`config.mk`:
```
export PLATFORM = sky130hd
export DESIGN_NAME = dlpr_top
export DESIGN_NICKNAME = d
export VERILOG_FILES = /design/src/dlpr_pkg.sv /design/src/dlpr_sync.sv /design/src/dlpr_top.sv
export SDC_FILE = /design/constraint.sdc
export NUM_CORES = 1
export LEC_CHECK = 0
export ABC_AREA = 1
export BUFFER_PORTS_ARGS = -buffer_cell sky130_fd_sc_hd__buf_2
export CAP_MARGIN = 20
export CORE_MARGIN = 1.5
export CORE_UTILIZATION = 45
export CTS_CLUSTER_SIZE = 16
export DETAILED_ROUTE_END_ITERATION = 16
export PLACE_DENSITY = 0.68
export SETUP_SLACK_MARGIN = 0.15
export SYNTH_ARGS = -nofsm -noshare
export SYNTH_HDL_FRONTEND = slang
export SYNTH_HIERARCHICAL = 1
export SYNTH_SLANG_ARGS = --single-unit
```
`constraint.sdc`:
```
create_clock -name CLOCK -period 2.17 [get_ports CLOCK]
set_input_delay 0.217 -clock CLOCK [delete_from_list [all_inputs] [get_ports CLOCK]]
set_output_delay 0.217 -clock CLOCK [all_outputs]
set_load 0.02 [all_outputs]
```
`src/dlpr_pkg.sv`:
```
// Purpose: Shared constants and types for the deframer link parameter bank
// Assumes: 8-bit registers behind a 15-bit serial configuration address
// Notes:   Reset values are plain defaults; software programs every field

package dlpr_pkg;

    // ************************************************************
    // Serial port framing
    // ************************************************************
    localparam int ADDR_W = 15;
    localparam logic [3:0] INSTR_LAST = 4'hF;  // 16 instruction bits
    localparam logic [2:0] DATA_LAST = 3'h7;   // 8 data bits
    localparam int RW_BIT = 14;                 // Read flag inside shift

    // ************************************************************
    // Register offsets
    // ************************************************************
    localparam logic [14:0] OFF_LANE_SCR = 15'h0453;
    localparam logic [14:0] OFF_OPF_M1 = 15'h0454;
    localparam logic [14:0] OFF_FPM = 15'h0455;
    localparam logic [14:0] OFF_CONV = 15'h0456;
    localparam logic [14:0] OFF_CS_RES = 15'h0457;
    localparam logic [14:0] OFF_SUB_NP = 15'h0458;
    localparam logic [14:0] OFF_VER_SPF = 15'h0459;
    localparam logic [14:0] OFF_HD_CF = 15'h045A;
    localparam logic [14:0] OFF_DESKEW = 15'h046C;
    localparam logic [14:0] OFF_OPF_DIR = 15'h0476;
    localparam logic [14:0] OFF_LANE_EN = 15'h047D;
    localparam logic [7:0] UNMAPPED_RD = 8'h00;

    // ************************************************************
    // Field positions
    // ************************************************************
    localparam int LOW5_HI = 4;    // Bits 4:0 count fields
    localparam int TOP3_LO = 5;    // Bits 7:5 subclass, version
    localparam int CS_LO = 6;      // Bits 7:6 control bits
    localparam int FLAG_BIT = 7;   // Scramble enable, high density

    // ************************************************************
    // Types
    // ************************************************************
    typedef enum logic {PH_INSTR, PH_DATA} dlpr_phase_t;

    typedef struct packed {
        logic [7:0] lane_count_and_scramble;
        logic [7:0] octets_per_frame_minus_one;
        logic [7:0] frames_per_multiframe;
        logic [7:0] converters_per_link;
        logic [7:0] control_bits_and_resolution;
        logic [7:0] subclass_and_sample_width;
        logic [7:0] version_and_samples_per_frame;
        logic [7:0] high_density_and_control_words;
        logic [7:0] lane_deskew_mask;
        logic [7:0] octets_per_frame_direct;
        logic [7:0] link_lane_enable_mask;
    } dlpr_regs_t;

    typedef struct packed {
        logic scramble_en;
        logic [4:0] lanes_m1;
        logic [7:0] octets_m1;
        logic [4:0] frames_m1;
        logic [7:0] conv_m1;
        logic [1:0] ctrl_bits;
        logic [4:0] resolution_m1;
        logic [2:0] subclass;
        logic [4:0] sample_bits_m1;
        logic [2:0] version;
        logic [4:0] samples_m1;
        logic high_density;
        logic [4:0] ctrl_words;
        logic [7:0] deskew_mask;
        logic [7:0] octets_direct;
        logic [7:0] lane_enable;
    } dlpr_link_t;

    typedef struct packed {
        dlpr_phase_t phase;
        logic [3:0] cnt;
        logic [15:0] shift;
        logic rw;
        logic [14:0] addr;
        logic [7:0] rd;
        logic sdo_oe_b;
        logic sclk_prev;
        dlpr_regs_t regs;
        dlpr_link_t link;
    } dlpr_state_t;

    typedef struct packed {
        logic meta;
        logic sync;
    } dlpr_sync_t;

    // ************************************************************
    // Values after reset
    // ************************************************************
    localparam dlpr_regs_t RST_REGS = '0;
    localparam dlpr_link_t RST_LINK = '0;
    localparam dlpr_state_t RST_STATE = '{phase: PH_INSTR, cnt: 4'h0,
        shift: 16'h0000, rw: 1'b0, addr: 15'h0000, rd: 8'h00,
        sdo_oe_b: 1'b1, sclk_prev: 1'b0, regs: RST_REGS, link: RST_LINK};

endpackage : dlpr_pkg

```
`src/dlpr_sync.sv`:
```
// Purpose: Two flip-flop synchroniser for one pin
// Assumes: Pin is asynchronous to CLOCK
// Notes:   First stage feeds only the second stage

module dlpr_sync import dlpr_pkg::*; #(
    parameter logic RST_VAL = 1'b0
) (
    // Clock and reset
    input wire logic CLOCK,
    input wire logic RST_B,
    // Pin in, synchronised level out
    input wire logic PIN,
    output logic LEVEL
);

    dlpr_sync_t q, d;

    // Shift the pin through two stages
    always_comb begin
        d.meta = PIN;
        d.sync = q.meta;
    end

    // Register the stages
    always_ff @(posedge CLOCK) begin
        if (!RST_B) begin
            q <= '{meta: RST_VAL, sync: RST_VAL};
        end else begin
            q <= d;
        end
    end

    assign LEVEL = q.sync;

endmodule : dlpr_sync

```
`src/dlpr_top.sv`:
```
// Purpose: Link parameter register bank for a multi-lane receive deframer
// Assumes: Serial port pins are oversampled by CLOCK, SCLK at most CLOCK/8
// Notes:   16-bit instruction (read flag, 15-bit address), then data bytes
//          MSB first; address steps by one per byte while select stays low

module dlpr_top import dlpr_pkg::*; (
    // Clock and reset
    input wire logic CLOCK,
    input wire logic RST_B,
    // Serial configuration port
    input wire logic SCLK,
    input wire logic CS_B,
    input wire logic SDI,
    output logic SDO,
    output logic SDO_OE_B,
    // Link parameters to the deframer
    output dlpr_link_t LINK_CFG
);

    // ************************************************************
    // Pin synchronisers
    // ************************************************************
    logic sclk_s;
    logic csb_s;
    logic sdi_s;

    dlpr_sync #(.RST_VAL(1'b0)) u_sync_sclk (
        .CLOCK(CLOCK),
        .RST_B(RST_B),
        .PIN(SCLK),
        .LEVEL(sclk_s)
    );

    dlpr_sync #(.RST_VAL(1'b1)) u_sync_csb (
        .CLOCK(CLOCK),
        .RST_B(RST_B),
        .PIN(CS_B),
        .LEVEL(csb_s)
    );

    dlpr_sync #(.RST_VAL(1'b0)) u_sync_sdi (
        .CLOCK(CLOCK),
        .RST_B(RST_B),
        .PIN(SDI),
        .LEVEL(sdi_s)
    );

    // ************************************************************
    // Helpers
    // ************************************************************

    // Read mux, unmapped offsets read as zero
    function automatic logic [7:0] rd_val(dlpr_regs_t r, logic [14:0] a);
        logic [7:0] v;
        v = UNMAPPED_RD;
        unique case (a)
            OFF_LANE_SCR: v = r.lane_count_and_scramble;
            OFF_OPF_M1: v = r.octets_per_frame_minus_one;
            OFF_FPM: v = r.frames_per_multiframe;
            OFF_CONV: v = r.converters_per_link;
            OFF_CS_RES: v = r.control_bits_and_resolution;
            OFF_SUB_NP: v = r.subclass_and_sample_width;
            OFF_VER_SPF: v = r.version_and_samples_per_frame;
            OFF_HD_CF: v = r.high_density_and_control_words;
            OFF_DESKEW: v = r.lane_deskew_mask;
            OFF_OPF_DIR: v = r.octets_per_frame_direct;
            OFF_LANE_EN: v = r.link_lane_enable_mask;
            default: v = UNMAPPED_RD;
        endcase
        return v;
    endfunction : rd_val

    // Split register bytes into deframer fields
    function automatic dlpr_link_t decode(dlpr_regs_t r);
        dlpr_link_t l;
        l = RST_LINK;
        l.scramble_en = r.lane_count_and_scramble[FLAG_BIT];
        l.lanes_m1 = r.lane_count_and_scramble[LOW5_HI:0];
        l.octets_m1 = r.octets_per_frame_minus_one;
        l.frames_m1 = r.frames_per_multiframe[LOW5_HI:0];
        l.conv_m1 = r.converters_per_link;
        l.ctrl_bits = r.control_bits_and_resolution[FLAG_BIT:CS_LO];
        l.resolution_m1 = r.control_bits_and_resolution[LOW5_HI:0];
        l.subclass = r.subclass_and_sample_width[FLAG_BIT:TOP3_LO];
        l.sample_bits_m1 = r.subclass_and_sample_width[LOW5_HI:0];
        l.version = r.version_and_samples_per_frame[FLAG_BIT:TOP3_LO];
        l.samples_m1 = r.version_and_samples_per_frame[LOW5_HI:0];
        l.high_density = r.high_density_and_control_words[FLAG_BIT];
        l.ctrl_words = r.high_density_and_control_words[LOW5_HI:0];
        // Deskew only where the lane is enabled
        l.deskew_mask = r.lane_deskew_mask & r.link_lane_enable_mask;
        l.octets_direct = r.octets_per_frame_direct;
        l.lane_enable = r.link_lane_enable_mask;
        return l;
    endfunction : decode

    // ************************************************************
    // Serial port engine and register file
    // ************************************************************
    dlpr_state_t q, d;
    logic sclk_rise;
    logic sclk_fall;
    logic wr_en;
    logic [7:0] wr_data;
    logic [14:0] instr_addr;

    // Edges of the synchronised serial clock
    assign sclk_rise = sclk_s & ~q.sclk_prev;
    assign sclk_fall = ~sclk_s & q.sclk_prev;
    assign wr_data = {q.shift[6:0], sdi_s};
    assign instr_addr = {q.shift[13:0], sdi_s};

    // Next state of the whole block
    always_comb begin
        d = q;
        wr_en = 1'b0;
        d.sclk_prev = sclk_s;
        if (csb_s) begin
            // Deselect aborts any partial byte and releases SDO
            d.phase = PH_INSTR;
            d.cnt = 4'h0;
            d.sdo_oe_b = 1'b1;
        end else if (sclk_rise) begin
            d.shift = {q.shift[14:0], sdi_s};
            unique case (q.phase)
                PH_INSTR: begin
                    d.cnt = q.cnt + 4'h1;
                    if (q.cnt == INSTR_LAST) begin
                        d.phase = PH_DATA;
                        d.cnt = 4'h0;
                        d.rw = q.shift[RW_BIT];
                        d.addr = instr_addr;
                        if (q.shift[RW_BIT]) begin
                            d.rd = rd_val(q.regs, instr_addr);
                            d.sdo_oe_b = 1'b0;
                        end
                    end
                end
                PH_DATA: begin
                    d.cnt = {1'b0, q.cnt[2:0] + 3'h1};
                    if (q.cnt[2:0] == DATA_LAST) begin
                        d.cnt = 4'h0;
                        d.addr = q.addr + 15'h0001;
                        if (q.rw) begin
                            d.rd = rd_val(q.regs, q.addr + 15'h0001);
                        end else begin
                            wr_en = 1'b1;
                        end
                    end
                end
            endcase
        end else if (sclk_fall && q.phase == PH_DATA && q.rw && q.cnt != 4'h0) begin
            // Next read bit leaves on the falling edge
            d.rd = {q.rd[6:0], 1'b0};
        end

        // Register write on the last data bit
        if (wr_en) begin
            unique case (q.addr)
                OFF_LANE_SCR: d.regs.lane_count_and_scramble = wr_data;
                OFF_OPF_M1: d.regs.octets_per_frame_minus_one = wr_data;
                OFF_FPM: d.regs.frames_per_multiframe = wr_data;
                OFF_CONV: d.regs.converters_per_link = wr_data;
                OFF_CS_RES: d.regs.control_bits_and_resolution = wr_data;
                OFF_SUB_NP: d.regs.subclass_and_sample_width = wr_data;
                OFF_VER_SPF: d.regs.version_and_samples_per_frame = wr_data;
                OFF_HD_CF: d.regs.high_density_and_control_words = wr_data;
                OFF_DESKEW: d.regs.lane_deskew_mask = wr_data;
                OFF_OPF_DIR: d.regs.octets_per_frame_direct = wr_data;
                OFF_LANE_EN: d.regs.link_lane_enable_mask = wr_data;
                default: d.regs = q.regs;
            endcase
        end

        // Outputs follow the stored bytes in the same cycle
        d.link = decode(d.regs);
    end

    // State register
    always_ff @(posedge CLOCK) begin
        if (!RST_B) begin
            q <= RST_STATE;
        end else begin
            q <= d;
        end
    end

    // Output drive
    assign SDO = q.rd[7];
    assign SDO_OE_B = q.sdo_oe_b;
    assign LINK_CFG = q.link;

    logic wr_lane;
    logic wr_sub;
    logic wr_ver;
    logic wr_hd;
    assign wr_lane = wr_en && q.addr == OFF_LANE_SCR;
    assign wr_sub = wr_en && q.addr == OFF_SUB_NP;
    assign wr_ver = wr_en && q.addr == OFF_VER_SPF;
    assign wr_hd = wr_en && q.addr == OFF_HD_CF;
endmodule : dlpr_top

```
==> run summary, run 1 <==
post-route antenna net violation count: 0
CP Max Fanout: 6
CP startpoint kind: flip-flop
top-count cell post-synth: nand2_1
share of the synthesized area in the top cell type: 34.0%
final wirelength: 33700 um
cell area power density: 490 nW/um2
first-pass GRT wire length: 49700 um
Clock Path Buffers: 2
Clock Pin Slew Worst Setup and Hold Paths: 0.06 ns
Clock Skews: 0.0111 ns
number of enable flip-flop cells after synthesis: 0
Main synth FF type: dfxtp_1
Vias/cell: 5.53
Mapped Area: 8720 um2
sequential area share after synthesis: 34.0%
required time of the critical path: 2.54 ns
CTS tree: done
Synth top cells by count: 227 x nand2_1, 202 x nor2_1, 148 x dfxtp_1
crit-path max cell delay: 0.36 ns
Starting Density: 46.3%
Clock Latency Late Sink: 0.44 ns
fraction of layout cells with a size suffix above 1: 32.6%
setup ws final: -0.300 ns
Relative slew margins: 60.0%
worst hold path type: in -> reg
CTS H-Tree Depth: 4
Final #Nets: 1476
crit path capture type: flip-flop
status: finished, violations left
DR vias: 9596
Final HPWL DP: 24700 um
Final Hold Fails: 0
Avg WL per Cell: 19.4 um
IO Pins: 87
power share of the clock group: 49.8%
Setup-failing EPs final: 8
Final Critical Period: 2.47 ns
initial drt markers: 979
die area: 20200 um2
grt ovf: 0
Die Span Y: 142 um
VDD IR max: 0.000481 V
drt drc: 0
critical path, cell by cell: buf_6, nand2_2, nor2_4, buf_4, buf_4, buf_4, nand4_1, nand2_1, nand2_1, nor2_1, buf_4, nand3_4, nand3_1, nor2_1, a21oi_2, nand2_1, nand2_1, nand2_1, a21oi_2
Cells after Synth: 1279
FP Rows: 50
Pins Over Slew Limit: 0
Core Util, Final: 61.8%
Layout area overhead: 33.5%
switching pwr: 0.00145 W
# port buffers: 86
Yosys Warn Count: 6
final std cells w/o fill: 1735
cell count after placement: 1655
Die Wd: 142 um
number of global-route vias before repair: 8580
Critical Path AT: 2.84 ns
synthesized net count: 1292
Core Area: 18800 um2
ant diodes: 0
CP max stage cell: dfxtp_4
max-cap viol count: 0
Reg with most FFs: q
violated checks: negative setup slack
initial antenna violation count: 0
Max Clk Rate: 405 MHz
fin crit share: 114%
leakage power: 5.06 nW
Sw Share: 25.4%
Slew @ Worst Pin: 0.600 ns
CP dominant cell by count: nand2_1
combinational fraction of design power: 2.5%
drt pass-1 iters: 5
largest net degree at the start of global routing: 49
gr usage total: 33.0%
Async S/R FF share, synth: 0%
Placer Congestion: 1.07
Crit Path Class: reg -> reg
post-synthesis cell type count: 38
total CTS buffers: 17
TNS Setup: -2.07 ns
Area contributors post-synth: dfxtp_1 34%, nand2_1 9.8%, nor2_1 8.7%
hold_ws: 0.0960 ns
Mapped Avg Cell Area: 6.82 um2
part of the power in registers: 47.8%
dominant cell type by area after synthesis: dfxtp_1
Root Driver: clkbuf_16
internal power: 0.00426 W
max FFs per register: 86
# clock sinks: 148
register bit total from synthesis: 148
unrepaired setup endpoints after global routing: yes
## final timing paths
path	from	slack, ns	depth (start not counted)	endpoint
setup / recovery	q[179]	-0.30	19	q[171]
hold / removal	RST_B	0.1	2	u_sync_csb/LEVEL
setup reg to reg	q[179]	-0.30	19	q[171]
hold reg to reg	u_sync_csb/d[0]	0.41	2	u_sync_csb/LEVEL
## critical path, delay by kind of cell, from the launching register on
family                 cells  cell delay, ns
buffers and inverters      5            0.64
and+or+nand+nor           12            1.13
AOI/OAI and AO/OA          2            0.30
DFF                        1            0.36
## layout by cell type (no fill, tap or decap), types with 4 or more instances in the layout
cell type / instances
nand2_1: 206
nor2_1: 186
buf_4: 169
dfxtp_1: 134
nand3_1: 117
inv_1: 95
buf_2: 86
a211oi_1: 60
a21oi_1: 56
o21ai_0: 55
buf_6: 31
nand4_1: 26
nand2_2: 22
clkbuf_16: 18
a211oi_2: 17
inv_2: 12
o21ai_1: 12
nor2_4: 11
a221oi_1: 11
nand3_2: 11
nor2_2: 11
nor3_1: 11
dfxtp_2: 11
nor3_4: 10
buf_12: 10
o21ai_2: 7
nor4_4: 6
o22ai_1: 6
inv_4: 5
o221ai_1: 5
ha_4: 5
inv_6: 4
## power groups by stage
stage	registers, W	clock network (W)	logic [W]
after floorplan	0.00279	0	0.0000672
after global placement	0.00279	0	0.000127
after detailed placement	0.00279	0	0.000127
after CTS	0.00273	0.00286	0.000134
after global routing	0.00273	0.00298	0.000152
final	0.00273	0.00284	0.000141
## area by class of cell
cell class	count	area, um2
fillers	1682	7180
multi-input cells	880	4990
flip-flops and latches	148	2990
repair buffers	302	2350
inverters	114	445
clock buffers	17	425
well taps	260	325
clock inverters	14	125
## layer usage
| metal | track usage [%] | share of wire (%) | up-vias |
|---|---|---|---|
| li1 | - | - | 4614 |
| met1 | 46.8 | 44 | 4469 |
| met2 | 48.6 | 43 | 447 |
| met3 | 7.60 | 9.5 | 66 |
| met4 | 12.3 | 3.1 | 0 |
| met5 | 0 | 0 | - |
## cells by family (layout without fill, tap and decap cells)
family / Yosys count / after routing / synth area share (%)
AO/OA/AOI/OAI: 239 / 239 / 16.9
XOR/XNOR: 1 / 1 / 0.100
adder cells (fa/ha/maj): 8 / 8 / 1.15
buffers and inverters: 251 / 447 / 14.7
flip-flops: 148 / 148 / 34.0
AND/OR/NAND/NOR: 632 / 632 / 33.2
## stage by stage
stage / setup WS, ns / instance area (um2) / total power [W]
final: -0.300 / 11600 / 0.00571
after global routing: -0.460 / 11600 / 0.00586
after CTS: -0.225 / 11100 / 0.00572
after detailed placement: -0.252 / 10100 / 0.00292
after global placement: -0.250 / 10100 / 0.00292
after floorplan: 0.0896 / 8800 / 0.00286
## what timing repair did
| item | in CTS | in global routing |
|---|---|---|
| hold endpoints to repair | 3 | 0 |
| pin swaps | 29 | 35 |
| setup buffers | 22 | 19 |
| endpoints found under the setup margin | 88 | 116 |
| gates cloned | 3 | 2 |
| hold buffers | 3 | 0 |
| gates resized for setup | 87 | 101 |
No activity file was read; power rests on OpenSTA's default activity.
==> inputs of run 2 (changes only) <==
--- a/config.mk
+++ b/config.mk
@@ -6,7 +6,7 @@
 export NUM_CORES = 1
 export LEC_CHECK = 0
 export ABC_AREA = 1
-export BUFFER_PORTS_ARGS = -buffer_cell sky130_fd_sc_hd__buf_2
+export BUFFER_PORTS_ARGS = -buffer_cell sky130_fd_sc_hd__buf_4
 export CAP_MARGIN = 20
 export CORE_MARGIN = 1.5
 export CORE_UTILIZATION = 45
==> run 2 against run 1 <==
Effect of this change:
- the flow still finishes with violations (negative setup slack)
- register-to-register slack got worse by 0.32 ns
- critical path type unchanged
- power rose by 4.8%
- sequential cell count did not move
- hold slack improved by 0.039 ns
- non-clock buffer count rose by 65
- highest routed layer unchanged
- via count rose by 14%
- wire length rose by 22%
- cell count rose by 3.8%
- count of clock-buffer cells in the layout did not move
- die area did not move
- clock skew rose by 0.0063 ns
- final area rose by 15%
==> run summary, run 2 (synthesis results as in run 1) <==
largest net degree at the start of global routing: 53 (+8.2%)
FP Rows: 50 (unchanged)
Placer Congestion: 1.06 (-0.82%)
worst flop-to-flop path endpoint: SDO
leakage power: 5.65 nW (+12%)
gr usage total: 36.3% (+3.3 points)
Fill cells: 1394 (-17%)
required time of the critical path: 2.54 ns (about the same)
Clock Pin Slew Worst Setup and Hold Paths: 0.07 ns (about the same)
setup ws final: -0.622 ns (-0.321 ns)
Tot Pwr: 0.00598 W (+4.8%)
Clock Skews: 0.0174 ns (+0.00633 ns)
post-route antenna net violation count: 0 (unchanged)
max FFs per register: 86 (unchanged)
CP startpoint kind: flip-flop
grt ovf: 0 (unchanged)
commonest non-fill, non-tap cell in the layout: buf_4
final std cells w/o fill: 1801 (+3.8%)
Final Hold Fails: 0 (unchanged)
drt drc: 0 (unchanged)
Clock Path Buffers: 2 (unchanged)
part of the power in registers: 45.6% (-2.2 points)
cell area power density: 447 nW/um2 (-8.7%)
Die Span Y: 142 um (unchanged)
initial drt markers: 1565 (+60%)
IO Pins: 87 (unchanged)
Hold Path Origin: RST_B
CTS tree: done
CTS H-Tree Depth: 4 (unchanged)
Critical Path AT: 3.16 ns (+0.32 ns)
RR Startpoint: q[182]
r2r worst-path depth: 20 (+1)
Reg2Reg Setup Slack: -0.62 ns (-0.32 ns)
Final Critical Period: 2.79 ns (+0.321 ns)
Min-Delay Endpoint: u_sync_csb/LEVEL
Core Area: 18800 um2 (unchanged)
crit path capture type: flip-flop
Clock Latency Late Sink: 0.45 ns (about the same)
# clock sinks: 148 (unchanged)
Finished Cell Area: 13400 um2 (+15%)
cell count after placement: 1665 (+0.60%)
Vias/cell: 6.07 (+9.7%)
critical path, cell by cell: nand2_2, nor2_4, buf_4, nand3_2, nand2_1, nand2_1, nor2_1, nand2_1, nor2_4, buf_12, buf_12, clkbuf_16, nand3_1, nand2_1, nor2_1, nand3_2, nand2_1, nand2_1, nand2_1, a21oi_2
status: finished, violations left
Sw Share: 26.2% (+0.79 points)
VDD IR max: 0.000497 V (+3.3%)
drt pass-1 iters: 6 (+1)
number of global-route vias before repair: 9606 (+12%)
Relative slew margins: 57.8% (-2.2 points)
unrepaired setup endpoints after global routing: yes
final wirelength: 41000 um (+22%)
Reg with most FFs: q
violated checks: negative setup slack
fin crit share: 129% (+15 points)
max-cap viol count: 0 (unchanged)
Max Clk Rate: 358 MHz (-11%)
Reg area: 2990 um2 (unchanged)
fraction of layout cells with a size suffix above 1: 43.0% (+10 points)
Die Wd: 142 um (unchanged)
switching pwr: 0.00157 W (+8.0%)
most frequent cells in the layout: 283 x buf_4, 188 x nand2_1, 136 x dfxtp_1, 134 x nor2_1, 99 x inv_1
Final #Nets: 1541 (+4.4%)
Setup-failing EPs final: 86 (+78)
crit-path max cell delay: 0.39 ns (+0.03 ns)
initial antenna violation count: 0 (unchanged)
Avg WL per Cell: 22.7 um (+17%)
total CTS buffers: 17 (unchanged)
Final HPWL DP: 24200 um (-2.0%)
ant diodes: 0 (unchanged)
Starting Density: 46.3% (unchanged)
first-pass GRT wire length: 55200 um (+11%)
CP dominant cell by count: nand2_1
DR vias: 10900 (+14%)
die area: 20200 um2 (unchanged)
Slew @ Worst Pin: 0.633 ns (+0.0330 ns)
internal power: 0.00441 W (+3.7%)
Root Driver: clkbuf_16
combinational fraction of design power: 2.5% (about the same)
Crit Path Class: reg -> reg
Pins Over Slew Limit: 0 (unchanged)
area occupied by multi-input gates: 5580 um2 (+12%)
TNS Setup: -15.45 ns (-13.38 ns)
worst hold path type: in -> reg
# port buffers: 86 (unchanged)
power share of the clock group: 51.9% (+2.1 points)
Layout area overhead: 53.2%
CP max stage cell: dfxtp_2
Min-Delay Path Depth: 2 (unchanged)
Placed Area: 10300 um2 (+2.1%)
CP Max Fanout: 7 (+1)
-- run 2: cell types whose count changed in the layout (fill, tap and decap cells not counted), sizes merged --
cell      delta
clkbuf       +1
buf         +64
clkinvlp     +1
clkinv       -2
inv          +1
bufinv       +1
-- run 2: worst max path at each step --
stage,cells past startpoint,end,from
floorplan,15,SDO,q[178]
global route,20,SDO,q[181]
global placement,19,q[171],q[178]
finish,20,SDO,q[182]
detailed placement,19,q[174],q[179]
CTS,20,q[174],q[179]
-- run 2: what timing repair did --
item | CTS | global route
cloned | 15 | 4
setup endpoints to repair | 89 | 111
pin swaps | 69 | 95
hold buffers | 3 | 0
hold endpoints to repair | 3 | 0
setup buffers | 43 | 41
gates resized for setup | 181 | 210
-- run 2: through the flow --
stage | setup slack [ns] | hold WS [ns] | utilization (%)
after detailed placement | -0.367 | 0.395 | 54.6
after global routing | -0.682 | 0.137 | 71.0
after floorplan | 0.0896 | 0.286 | -
final | -0.622 | 0.136 | 71.0
after CTS | -0.323 | 0.122 | 64.7
after global placement | -0.308 | 0.387 | 54.6
-- run 2: worst max-delay path, delay by kind of cell, from the launching register on --
kind	cells	cell delay, ns
simple gates	15	1.60
buf+inv	4	0.60
compound gates	1	0.13
flops	1	0.39
-- run 2: area by class of cell --
cell class	count	share of cell area, %
clock inverter	15	1.40
inverter	114	3.28
tap	260	2.43
timing repair buffer	367	25.6
sequential	148	22.4
clock buffer	17	3.18
multi-input combinational	880	41.7
-- run 2: power groups by stage --
stage                     clock [W]  sequential, W  combinational [W]
after floorplan                   0        0.00279          0.0000672
after global placement            0        0.00279           0.000126
after detailed placement          0        0.00279           0.000126
after CTS                   0.00309        0.00273           0.000134
after global routing        0.00322        0.00272           0.000156
final                       0.00311        0.00272           0.000150
-- run 2: metal layers --
metal / track usage (%) / up-vias / wire [um]
met5: 0 / - / 0
li1: - / 4736 / -
met1: 48.6 / 5058 / 15600
met4: 18.7 / 0 / 2760
met2: 55.1 / 905 / 17500
met3: 7.71 / 232 / 5120
